<file path="src/pkg/sup_timer_pkg.sv">
// constants, carrier structs and helpers of the supervision timer
package sup_timer_pkg;

    // =====================================
    // constants
    localparam logic [7:0] SERVICE_KEY = 8'hA5;
    localparam int CNT_W = 15;
    localparam logic [3:0] PERIOD_CODE_MAX = 4'hB;
    localparam logic [CNT_W-1:0] PERIOD_BASE = 15'h0008;
    localparam logic [3:0] PER_RST = 4'hB;
    localparam logic [3:0] WINDOW_RST = 4'hB;
    localparam logic [3:0] EW_OFFSET_RST = 4'hA;

    // =====================================
    // types
    typedef enum logic [1:0] {ST_OFF, ST_CLOSED, ST_OPEN} phase_e;

    typedef struct packed {
        logic enable;
        logic window_en;
        logic always_on;
        logic [3:0] per;
        logic [3:0] window;
        logic [3:0] ew_offset;
    } ctrl_s;

    typedef struct packed {
        logic wr;
        logic [7:0] data;
    } service_s;

    typedef struct packed {
        logic [2:0] sync;
        phase_e phase;
        logic [CNT_W-1:0] cnt;
        ctrl_s cfg;
        logic ew_ien;
        logic ew_flag;
        logic irq;
        logic reset_req;
        logic win_open;
    } state_s;

    localparam ctrl_s CTRL_RST = '{enable: 1'b0, window_en: 1'b0, always_on: 1'b0,
        per: PER_RST, window: WINDOW_RST, ew_offset: EW_OFFSET_RST};
    localparam state_s STATE_RST = '{sync: 3'h0, phase: ST_OFF, cnt: 15'h0000,
        cfg: CTRL_RST, ew_ien: 1'b0, ew_flag: 1'b0, irq: 1'b0, reset_req: 1'b0,
        win_open: 1'b0};

    // period length in count-clock cycles, 8 << code, codes above max clamp
    function automatic logic [CNT_W-1:0] period_len(input logic [3:0] code);
        logic [3:0] c;
        c = (code > PERIOD_CODE_MAX) ? PERIOD_CODE_MAX : code;
        return PERIOD_BASE << c;
    endfunction : period_len

endpackage : sup_timer_pkg

</file>
<file path="src/rtl/windowed_supervision_timer.sv">
// windowed supervision timer with early warning, single clock domain
module windowed_supervision_timer (
    input wire logic sys_clk,
    input wire logic nrst,
    input wire logic count_clk,
    input wire logic count_clk_running,
    input wire logic bus_clk_en,
    input wire logic debug_halt,
    input wire logic guard_lock,
    input wire logic ctrl_wr,
    input wire sup_timer_pkg::ctrl_s ctrl_in,
    input wire sup_timer_pkg::service_s service_in,
    input wire logic ew_ien_set,
    input wire logic ew_ien_clr,
    input wire logic flag_clr,
    output logic sys_reset_req,
    output logic irq,
    output logic timer_enabled,
    output logic ew_flag,
    output logic window_open,
    output logic [sup_timer_pkg::CNT_W-1:0] count_value
);
    import sup_timer_pkg::*;

    // =====================================
    // reset release
    logic [1:0] rst_pipe_r;
    logic rst_n;

    always_ff @(posedge sys_clk or negedge nrst) begin
        if (!nrst) begin
            rst_pipe_r <= 2'b00;
        end else begin
            rst_pipe_r <= {rst_pipe_r[0], 1'b1};
        end
    end
    assign rst_n = rst_pipe_r[1];

    // =====================================
    // state
    state_s st_r;
    state_s st_nxt;
    logic tick;
    logic bus_ok;
    logic svc;
    logic key_ok;
    logic [CNT_W-1:0] per_len;
    logic [CNT_W-1:0] win_len;
    logic [CNT_W-1:0] ew_len;
    logic [CNT_W-1:0] cnt_inc;

    // sync[0] feeds only sync[1]; edge taken between sync[1] and sync[2]
    assign tick = st_r.sync[1] & ~st_r.sync[2] & count_clk_running & ~debug_halt;
    assign bus_ok = bus_clk_en & ~guard_lock;
    assign svc = service_in.wr & bus_ok & st_r.cfg.enable;
    assign key_ok = (service_in.data == SERVICE_KEY);
    assign per_len = period_len(st_r.cfg.per);
    assign win_len = period_len(st_r.cfg.window);
    assign ew_len = period_len(st_r.cfg.ew_offset);
    assign cnt_inc = st_r.cnt + 15'h0001;

    always_comb begin
        st_nxt = st_r;
        st_nxt.sync = {st_r.sync[1:0], count_clk};

        if (bus_ok && ew_ien_set) begin
            st_nxt.ew_ien = 1'b1;
        end else if (bus_ok && ew_ien_clr) begin
            st_nxt.ew_ien = 1'b0;
        end
        // flag clear stays open under the guard; a set below wins
        if (bus_clk_en && flag_clr) begin
            st_nxt.ew_flag = 1'b0;
        end

        case (st_r.phase)
            ST_CLOSED: begin
                if (svc) begin
                    st_nxt.reset_req = 1'b1;
                end else if (tick) begin
                    if (st_r.cnt == win_len - 15'h0001) begin
                        st_nxt.phase = ST_OPEN;
                        st_nxt.cnt = '0;
                        if (st_r.ew_ien) begin
                            st_nxt.ew_flag = 1'b1;
                        end
                    end else begin
                        st_nxt.cnt = cnt_inc;
                    end
                end
            end
            ST_OPEN: begin
                if (svc) begin
                    if (!key_ok) begin
                        st_nxt.reset_req = 1'b1;
                    end else begin
                        st_nxt.cnt = '0;
                        st_nxt.phase = st_r.cfg.window_en ? ST_CLOSED : ST_OPEN;
                    end
                end else if (tick) begin
                    if (st_r.cnt == per_len - 15'h0001) begin
                        st_nxt.reset_req = 1'b1;
                    end else begin
                        st_nxt.cnt = cnt_inc;
                    end
                    if (!st_r.cfg.window_en && st_r.ew_ien && cnt_inc == ew_len) begin
                        st_nxt.ew_flag = 1'b1;
                    end
                end
            end
            default: begin
                st_nxt.cnt = '0;
            end
        endcase

        if (ctrl_wr && bus_ok) begin
            // protected fields only load while off and staying off
            if (!st_r.cfg.enable && !ctrl_in.enable) begin
                st_nxt.cfg.window_en = ctrl_in.window_en;
                st_nxt.cfg.always_on = ctrl_in.always_on;
                st_nxt.cfg.per = ctrl_in.per;
                st_nxt.cfg.window = ctrl_in.window;
                st_nxt.cfg.ew_offset = ctrl_in.ew_offset;
            end
            if (ctrl_in.enable) begin
                st_nxt.cfg.enable = 1'b1;
            end else if (!st_r.cfg.always_on) begin
                st_nxt.cfg.enable = 1'b0;
            end
        end
        if (!st_r.cfg.enable && st_nxt.cfg.enable) begin
            st_nxt.phase = st_r.cfg.window_en ? ST_CLOSED : ST_OPEN;
            st_nxt.cnt = '0;
        end else if (!st_nxt.cfg.enable) begin
            st_nxt.phase = ST_OFF;
            st_nxt.cnt = '0;
        end

        st_nxt.irq = st_nxt.ew_flag & st_nxt.ew_ien;
        st_nxt.win_open = (st_nxt.phase == ST_OPEN);
    end

    always_ff @(posedge sys_clk or negedge rst_n) begin
        if (!rst_n) begin
            st_r <= STATE_RST;
        end else begin
            st_r <= st_nxt;
        end
    end

    assign sys_reset_req = st_r.reset_req;
    assign irq = st_r.irq;
    assign timer_enabled = st_r.cfg.enable;
    assign ew_flag = st_r.ew_flag;
    assign window_open = st_r.win_open;
    assign count_value = st_r.cnt;
endmodule : windowed_supervision_timer

</file>
<file path="config.mk">
export PLATFORM = sky130hd
export DESIGN_NAME = windowed_supervision_timer
export DESIGN_NICKNAME = d
export VERILOG_FILES = /design/src/pkg/sup_timer_pkg.sv /design/src/rtl/windowed_supervision_timer.sv
export SDC_FILE = /design/constraint.sdc
export NUM_CORES = 1
export LEC_CHECK = 0
export CORE_MARGIN = 1
export CORE_UTILIZATION = 63
export CTS_CLUSTER_DIAMETER = 120
export CTS_CLUSTER_SIZE = 8
export DETAILED_ROUTE_END_ITERATION = 10
export DONT_BUFFER_PORTS = 1
export MAX_ROUTING_LAYER = met4
export PLACE_DENSITY = 0.79
export SETUP_SLACK_MARGIN = 0.02
export SLEW_MARGIN = 10
export SYNTH_ARGS = -nofsm -noshare
export SYNTH_HDL_FRONTEND = slang
export SYNTH_SLANG_ARGS = --single-unit
</file>
<file path="constraint.sdc">
create_clock -name sys_clk -period 1.87 [get_ports sys_clk]
set_input_delay 0.2805 -clock sys_clk [delete_from_list [all_inputs] [get_ports sys_clk]]
set_output_delay 0.2805 -clock sys_clk [all_outputs]
set_load 0.02 [all_outputs]
</file>
Yosys cells after proc, flatten, opt, wreduce, memory -nomap -nowiden
Cells that the tools add are included.
Widths: inputs -> output; s select.
- input bits: 35
- output and inout bits: 20
- RAM bits: 0
- latch bits: 0
- logic and storage cells: 103
- memory bits (read-only): 0
- register bits after elaboration: 42
- memories kept: 0
- bitwise logic cells: 10
- eq/ne operators: 16
- shift-type cells: 3
- reductions and logical operators: 15
- order comparisons: 3
- $mul: 0
- muxes and demuxes: 38
- div/mod/pow operators: 0
- $add $sub $neg: 3
- operator list (operator ; number):
    $mux 17 ; 5
    $mux 15 ; 5
    $eq 15x15->1 ; 3
    $shl 4x4->15 const A ; 3
    $pmux 15 s2 ; 1
    $sub 15x1->15 const B ; 2
    $mux 1 ; 17
    $add 15x1->15 const B ; 1
    $ne 5x5->1 const B ; 3
    $mux 14 ; 1
    $gt 4x4->1 const B ; 3
    $mux 4 ; 3
    $reduce_and 5->1 ; 2
    $ne 3x3->1 const B ; 3
    $eq 8x8->1 const B ; 1
    $logic_and 1x1->1 ; 8
    $ne 4x4->1 const B ; 2
    $and 1x1->1 ; 7
    $mux 2 ; 3
    $eq 2x2->1 const B ; 2
    $pmux 1 s2 ; 2
    $pmux 2 s2 ; 1
    $logic_not 1->1 ; 3
    $not 1->1 ; 3
    4 further kinds ; 4

Depth between registers and ports, before layout
Gate-level depths: netlist of run 1.
- depth after elaboration: 12
- depth in mapped cells: 12

Least setup slack after synthesis of run 1
Ideal clock, no wire load.
- path type: register -> register
- start point: register st_r[13] in the netlist's numbering
- end point: register st_r (netlist bit count_value[2])
- arrival time: 3.006 ns
- buffers on the path: 2
- clock period less this slack: 3.127 ns
- library setup time: 0.121 ns
- stages on the path, launching flop included: 12
- path slack: -1.257 ns
- cells stage by stage: dfstp_2 clkbuf_1 or4b_2 ha_1 or3_1 a21oi_1 o21a_1 o211ai_1 o21ai_2 nor2b_1 buf_6 a22o_1
- longest elaborated chain between the ends: 7
- ends and longest elaborated chain (what ; line ; RTL):
    from (decl) ; windowed_supervision_timer.sv:41 ; state_s st_r;
    from (signal assigned) ; windowed_supervision_timer.sv:147 ; st_r <= st_nxt;
    $gt 4x4->1 ; sup_timer_pkg.sv:53 ; c = (code > PERIOD_CODE_MAX) ? PERIOD_CODE_MAX : code;
    $mux 4 (*) ; sup_timer_pkg.sv:53 ;
    $shl 4x4->15 (*) ; sup_timer_pkg.sv:54 ; return PERIOD_BASE << c;
    $sub 15x1->15 (*) ; windowed_supervision_timer.sv:101 ; if (st_r.cnt == per_len - 15'h0001) begin
    $eq 15x15->1 (*) ; windowed_supervision_timer.sv:101 ;
    $ne 5x5->1 (no source line) (*) ; -- ;
    $reduce_and 5->1 (no source line) (*) ; -- ;
Mark *: on every way between the ends. The rest lies on a longest branch, timed or not.
A chain may end at the register's enable or synchronous reset.

Worst setup path in the final report of run 1
- start point: register st_r[10] in the netlist's numbering
- end point: register st_r (netlist bit count_value[9])
- longest elaborated chain between the ends: 11
- ends and longest elaborated chain (what ; line ; RTL):
    $gt 4x4->1 ; sup_timer_pkg.sv:53 ;
    $mux 4 (*) ; sup_timer_pkg.sv:53 ;
    $shl 4x4->15 (*) ; sup_timer_pkg.sv:54 ;
    $sub 15x1->15 (*) ; windowed_supervision_timer.sv:81 ; if (st_r.cnt == win_len - 15'h0001) begin
    $eq 15x15->1 (*) ; windowed_supervision_timer.sv:81 ;
    $mux 15 (*) ; windowed_supervision_timer.sv:81 ;
    $mux 17 (*) ; windowed_supervision_timer.sv:80 ; end else if (tick) begin
    $mux 17 (*) ; windowed_supervision_timer.sv:78 ; if (svc) begin
    $pmux 15 s2 (*) ; windowed_supervision_timer.sv:76 ; case (st_r.phase)
    $mux 17 (*) ; windowed_supervision_timer.sv:134 ; end else if (!st_nxt.cfg.enable) begin
    $mux 17 (*) ; windowed_supervision_timer.sv:131 ; if (!st_r.cfg.enable && st_nxt.cfg.enable) begin
Mark *: on every way between the ends. The rest lies on a longest branch, timed or not. The select of a mux whose other input is x is not followed.

==> results of run 1 <==
-- flip-flops by register name, summed over array words and instances, names as in the netlist --
name / cells
st_r: 18
timer_enabled: 1
st_nxt: 2
ew_flag: 1
sys_reset_req: 1
count_value: 15
rst_pipe_r: 2
window_open: 1
irq: 1
-- critical path: stages (launching register included) --
cell and delay (ns):
dfstp_2 0.58, nor2_1 0.07, nand2_1 0.08, ha_2 0.21, or3b_4 0.40, a21oi_4 0.19, o21ai_2 0.09, a211oi_4 0.36
a31oi_4 0.18, buf_4 0.20, a21o_1 0.19, a22o_1 0.22
-- metrics by stage --
step,instances,TNS (ns),worst slack (ns)
2_1_floorplan,396,-16.13,-0.938
3_3_place_gp,533,-15.38,-0.915
3_5_place_dp,533,-16.64,-1.01
4_1_cts,546,-16.17,-0.919
5_1_grt,549,-19.70,-1.10
6_report,549,-18.10,-1.02
-- cell type report --
cell class                      instances  area share (%)
Sequential cell                        42            23.8
Clock buffer                            6            1.85
Clock inverter                          2           0.281
Tap cell                               70            1.97
Timing Repair Buffer                  120            21.2
Multi-Input combinational cell        295            49.6
Inverter                               14            1.18
-- report_power, final --
part           total [W]  switching [W]  internal [W]
registers        0.00127       0.000174       0.00110
clock network   0.000645       0.000348      0.000297
logic            0.00222        0.00113       0.00110
total            0.00414        0.00165       0.00249
-- metal layers --
metal,vias to the layer above,track usage [%],routed length [um]
li1,1611,-,-
met1,1768,48.6,4250
met2,223,63.2,5370
met3,53,6.08,968
met4,0,18.1,429
met5,-,-,0
-- logic make-up after synthesis --
family	count (synthesis)	synth area share, %
AND/OR/NAND/NOR	147	24.5
multiplexers	15	4.87
other	1	0.110
AO/OA/AOI/OAI	101	21.4
XOR/XNOR	25	6.41
adder cells (fa/ha/maj)	6	2.20
buffers and inverters	59	9.52
flip-flops	42	31.1
-- Yosys cell counts (3+ instances only) --
cell type and instances:
nand3_1 15, a21o_1 6, nor2_1 25, nand4b_1 3, dfrtp_1 34, o21ai_0 17
buf_4 17, o2bb2ai_1 3, a22oi_1 3, nand4_1 8, a22o_1 7, xnor2_1 21
nor3_1 14, nand3b_1 4, nor4_1 3, ha_1 6, buf_6 5, mux2_2 13
o311ai_0 3, nor4bb_1 6, a211oi_1 4, xor2_1 4, inv_1 14, or3_1 5
o211ai_1 4, a31oi_1 7, o21a_1 5, clkbuf_1 19, nor3b_1 3, nor2b_1 8
dfstp_2 8, nand2_1 30, a21oi_1 17, nor4b_1 5
-- path summary, 6_finish.rpt --
kind                                    startpoint                          to  slack, ns
hold reg to reg            rst_pipe_r[1]$_DFF_PN0_          st_r[36]$_DFF_PN0_       0.19
setup reg to reg              st_r[10]$_DFFE_PN1P_  count_value[9]$_DFFE_PN0P_      -1.02
min in group asynchronous  rst_pipe_r[1]$_DFF_PN0_          st_r[36]$_DFF_PN0_       0.19
max in group asynchronous  rst_pipe_r[1]$_DFF_PN0_         st_r[8]$_DFFE_PN1P_       1.10
setup / recovery              st_r[10]$_DFFE_PN1P_  count_value[9]$_DFFE_PN0P_      -1.02
hold / removal                          ctrl_in[0]         st_r[5]$_DFFE_PN0P_        0.1
-- placed cells by master, fill, tap and decap left out, drive strengths merged, types with 6 or more instances in the layout --
master	Yosys	layout
inv	14	14
clkbuf	19	6
nand4	8	8
dfrtp	34	34
nor2b	8	8
a22o	7	7
nor4bb	6	6
a21o	6	6
nand2	30	30
ha	6	6
o21ai	19	19
dfstp	8	8
nor3	14	14
a21oi	17	17
nand3	15	15
mux2	13	13
nor2	25	25
xnor2	21	21
a31oi	7	7
buf	26	118
-- what timing repair did --
item / 4_1_cts / 5_1_grt
resized for setup: 18 / 18
buffers inserted: 3 / 3
hold buffers: 2 / 0
endpoints found under the hold margin: 3 / 0
pin swaps: 15 / 12
setup endpoints to repair: 21 / 21
==> out/metrics.csv, run 1 <==
stage;metric;value;unit
status;status;finished with violations;
status;violations;negative setup slack;
logic_synthesis;syn_avg_cell_area;8.63;um2
clock_network;cts-root-buf;clkbuf_8;
sta;worst_slack;-1.02;ns
place;portBuffers;0;
clock_network;cts_sinks;42;
logic_synthesis;synth_edf_count;0;
cells_and_area;fin_area;4450;um2
grt;grt_usage;39.2;%
routing;first_pass_iters;7;
power_and_ir_drop;power;0.00414;W
sta;hold_ws;0.0955;ns
place;place_area;4130;um2
setup_path;startpoint_type;register;
die;die_area;5720;um2
logic_synthesis;synth_area_leader_cell;dfrtp_1;
cells_and_area;multi_input_area;2210;um2
routing;drc;0;
die;die_w;75.6;um
logic_synthesis;ys_seq_area_share;31.1;%
sta;finalCritPeriodShare;155;%
logic_synthesis;synthCells;396;
routing;vias_per_cell;6.66;
die;die_y;75.6;um
logic_synthesis;synth_cell_types;71;
setup_path;arrival;3.09;ns
grt;overflow;0;
logic_synthesis;yosysWarnings;0;
logic_synthesis;synth-main-ff-cell;dfrtp_1;
clock_network;clk_pin_slew;0.09;ns
power_and_ir_drop;power.leakage;1.86;nW
routing;final_antenna_net_count;0;
cells_and_area;nets;519;
setup_path;cp-end-kind;register;
logic_synthesis;synth_area;3420;um2
cells_and_area;area_growth;30.4;%
logic_synthesis;netlist.area_leader.share;24.9;%
place;place.gp.congestion;0.945;
sta;rsz0062_at_grt;yes;
logic_synthesis;synth_top_cells_by_area;dfrtp_1 (25%), dfstp_2 (6.2%), xnor2_1 (5.4%), mux2_2 (4.3%), buf_4 (3.7%);
die;io-pin-count;55;
cells_and_area;regArea;1060;um2
hold_path;holdPathStages;2;
clock_network;clock_latency;0.31;ns
sta;slew_viol_final;0;
die;rows;26;
sta;fin_skew;0.0100;ns
grt;grt_pass1_wl;16100;um
grt;grt_max_degree;27;
hold_path;min_path_type;in -> reg;
logic_synthesis;synth-async-reset-ratio;100;%
clock_network;cts_buffers;5;
cells_and_area;insertedDiodeCount;0;
die;core-area;5170;um2
setup_path;crit_required;2.07;ns
routing;drt-initial-drc-count;312;
logic_synthesis;synth_nets;437;
grt;grt_pass1_vias;3339;
cells_and_area;final_core_util;86.1;%
setup_path;critical_path_class;reg -> reg;
sta;finalHoldViolCount;0;
routing;routed_wl;11000;um
clock_network;clockBufferDepth;2;
cells_and_area;fillers;296;
power_and_ir_drop;cellPowerDensity;929;nW/um2
cells_and_area;drive_gt1_share;38.2;%
place;post-dp-hpwl;7590;um
die;floorplan.initialDensity;66.1;%
grt;grt_antenna_before_repair;0;
sta;setup_viol;21;
routing;wl_per_cell;20.1;um
clock_network;cts_tree;built;
job;max-cap-violations;0;
clock_network;htree_num_levels;2;
logic_synthesis;ys_ff_latch;42;
sta;fmax;346;MHz
power_and_ir_drop;ir_drop;0.000808;V
setup_path;reg2reg_depth;11;
setup_path;path_max_fanout;5;
sta;fin_crit;2.89;ns
routing;num_vias;3655;
Note: power is estimated with default switching activity, not from simulation.
==> inputs of run 2 (changes only) <==
CORE_UTILIZATION = 58   (was 63)
PLACE_DENSITY = 0.76   (was 0.79)
clock period = 2.32 ns   (was 1.87 ns; I/O delays follow)
==> run 2 against run 1 <==
- the run still ends with negative setup slack left
- via count decreased by 12%
- sequential power decreased by 19%
- sequential share of layout area is 2.1 points higher
- die area increased by 8.4%
- final area shrank 8.1%
- critical path depth unchanged
- largest cell class unchanged
- largest power group unchanged
- highest routed layer unchanged
==> out/metrics.csv, run 2 (synthesis gave the netlist of run 1 again) <==
stage;metric;value;unit;change
grt;grt_util_met1;40.4;%;was 48.6%
sta;relSlewSlack;42.1;%;
grt;grt_use_met3;6.21;%;was 6.08%
grt;grt_max_degree;41;;was 27
sta;fmax;349;MHz;was 346 MHz
setup_path;crit_required;2.57;ns;was 2.07 ns
power_and_ir_drop;ir_drop;0.000464;V;was 0.000808 V
clock_network;cts_tree;built;;unchanged
grt;grt_antenna_before_repair;0;;unchanged
sta;fin_skew;0.0100;ns;about the same
routing;drc;0;;unchanged
sta;slew_viol_final;0;;unchanged
sta;rsz0062_at_grt;yes;;unchanged
hold_path;min_path_type;in -> reg;;unchanged
routing;num_vias;3205;;was 3655
cells_and_area;final_core_util;73.0;%;was 86.1%
cells_and_area;drive_gt1_share;31.5;%;was 38.2%
clock_network;clockBufferDepth;2;;unchanged
clock_network;clock_latency;0.31;ns;about the same
routing;routed_wl;9490;um;was 11000 um
cells_and_area;most-common-layout-cells;buf_4 (63), dfrtp_1 (33), nand2_1 (28);;was buf_4 (112), dfrtp_1 (33), nand2_1 (30)
cells_and_area;top_register;st_r;;unchanged
setup_path;cp-end-kind;register;;unchanged
cells_and_area;fin_cells;500;;was 549
sta;worstMarginPinSlew;0.869;ns;
power_and_ir_drop;power.leakage;1.62;nW;was 1.86 nW
cells_and_area;nets;468;;was 519
cells_and_area;insertedDiodeCount;0;;unchanged
setup_path;startpoint_type;register;;unchanged
die;die_y;78.8;um;was 75.6 um
grt;grt_pass1_vias;3039;;was 3339
place;place.gp.congestion;0.946;;was 0.945
routing;final_antenna_net_count;0;;unchanged
setup_path;reg2reg_depth;11;;unchanged
sta;fin_crit;2.86;ns;was 2.89 ns
place;dp.cells;488;;was 533
clock_network;cts_buffers;5;;unchanged
routing;drt-initial-drc-count;270;;was 312
die;rows;27;;was 26
grt;grt_usage;31.9;%;was 39.2%
sta;setup_viol;21;;unchanged
routing;first_pass_iters;5;;was 7
sta;finalHoldViolCount;0;;unchanged
setup_path;path_max_fanout;8;;was 5
sta;finalCritPeriodShare;123;%;was 155%
place;post-dp-hpwl;6950;um;was 7590 um
die;io-pin-count;55;;unchanged
grt;overflow;0;;unchanged
cells_and_area;mostFrequentLayoutCell;buf_4;;unchanged
clock_network;clk_pin_slew;0.09;ns;about the same
hold_path;holdPathStages;0;;was 2
grt;met2_usage;49.5;%;was 63.2%
status;status;finished with violations;;unchanged
clock_network;htree_num_levels;2;;unchanged
die;floorplan.initialDensity;60.9;%;was 66.1%
cells_and_area;largest_register_ffs;18;;unchanged
power_and_ir_drop;cellPowerDensity;803;nW/um2;was 929 nW/um2
die;core-area;5610;um2;was 5170 um2
place;portBuffers;0;;unchanged
clock_network;cts_sinks;42;;unchanged
routing;vias_per_cell;6.41;;was 6.66
place;dp_slack;-0.554;ns;was -1.01 ns
sta;worst_slack;-0.543;ns;was -1.02 ns
job;max-cap-violations;0;;unchanged
status;violations;negative setup slack;;unchanged
die;die_w;78.8;um;was 75.6 um
cells_and_area;area_growth;19.8;%;was 30.4%
setup_path;arrival;3.11;ns;was 3.09 ns
routing;wl_per_cell;19.0;um;was 20.1 um
clock_network;cts-root-buf;clkbuf_8;;unchanged
die;die_area;6200;um2;was 5720 um2
grt;grt_pass1_wl;14900;um;was 16100 um
setup_path;critical_path_class;reg -> reg;;unchanged
grt;top_usage_layer;met2;;unchanged
## run 2: cell types whose count changed in the layout (fill, tap and decap cells not counted), sizes merged
cell | previous run | this run
buf | 118 | 68
dlygate4sd3 | 2 | 1
bufinv | 0 | 1
clkinv | 1 | 0
## run 2: critical path, cell delays in order (launching register included)
cell and delay, ns:
dfstp_2 0.55, or4b_4 0.47, ha_4 0.18, buf_6 0.13
xor2_1 0.15, xnor2_1 0.21, and4_1 0.24, nand4_1 0.16
o21ai_4 0.29, buf_6 0.17, o21bai_4 0.11, a22o_1 0.14
## run 2: final cells by class
type | instances | area, um2
tap | 72 | 90.1
sequential | 42 | 1060
clock inverter | 2 | 37.5
clock buffer | 6 | 72.6
fill | 419 | 1510
multi-input combinational | 295 | 2240
timing repair buffer | 69 | 539
inverter | 14 | 52.6
## run 2: path summary, 6_finish.rpt
kind | slack, ns | endpoint | start
setup / recovery | -0.54 | count_value[2]$_DFFE_PN0P_ | st_r[13]$_DFFE_PN1P_
hold / removal | 0.07 | st_nxt[38]$_DFF_PN0_ | count_clk
setup reg to reg | -0.54 | count_value[2]$_DFFE_PN0P_ | st_r[13]$_DFFE_PN1P_
hold reg to reg | 0.36 | st_nxt[39]$_DFF_PN0_ | st_nxt[38]$_DFF_PN0_
max in group asynchronous | 1.38 | st_r[15]$_DFFE_PN0P_ | rst_pipe_r[1]$_DFF_PN0_
min in group asynchronous | 0.26 | rst_pipe_r[1]$_DFF_PN0_ | nrst
## run 2: per-stage QoR
stage / TNS [ns] / total power, W / area (um2) / hold slack (ns)
2_1_floorplan: -6.81 / 0.00207 / 3480 / 0.0524
3_3_place_gp: -5.98 / 0.00240 / 3760 / 0.0525
3_5_place_dp: -7.10 / 0.00245 / 3760 / 0.0525
4_1_cts: -7.20 / 0.00311 / 3930 / 0.0623
5_1_grt: -11.37 / 0.00347 / 4100 / 0.0540
6_report: -8.48 / 0.00329 / 4100 / 0.0664
## run 2: where the power goes
part | switching (W) | internal [W] | total (W) | leakage (nW)
Combinational | 0.000828 | 0.000840 | 0.00167 | 1.04
Sequential | 0.000150 | 0.000884 | 0.00103 | 0.528
Clock | 0.000266 | 0.000321 | 0.000587 | 0.0514
Total | 0.00124 | 0.00204 | 0.00329 | 1.62
## run 2: what timing repair did
item	CTS	global route
pin swaps	15	15
gates resized for setup	14	29
buffers inserted	1	3
hold endpoints to repair	2	0
setup endpoints to repair	21	21
hold buffers	1	0
## run 2: layer usage
metal / vias up / wire length (um)
met5: - / 0
met2: 129 / 4540
met1: 1539 / 3990
met3: 32 / 611
met4: 0 / 342
li1: 1505 / -
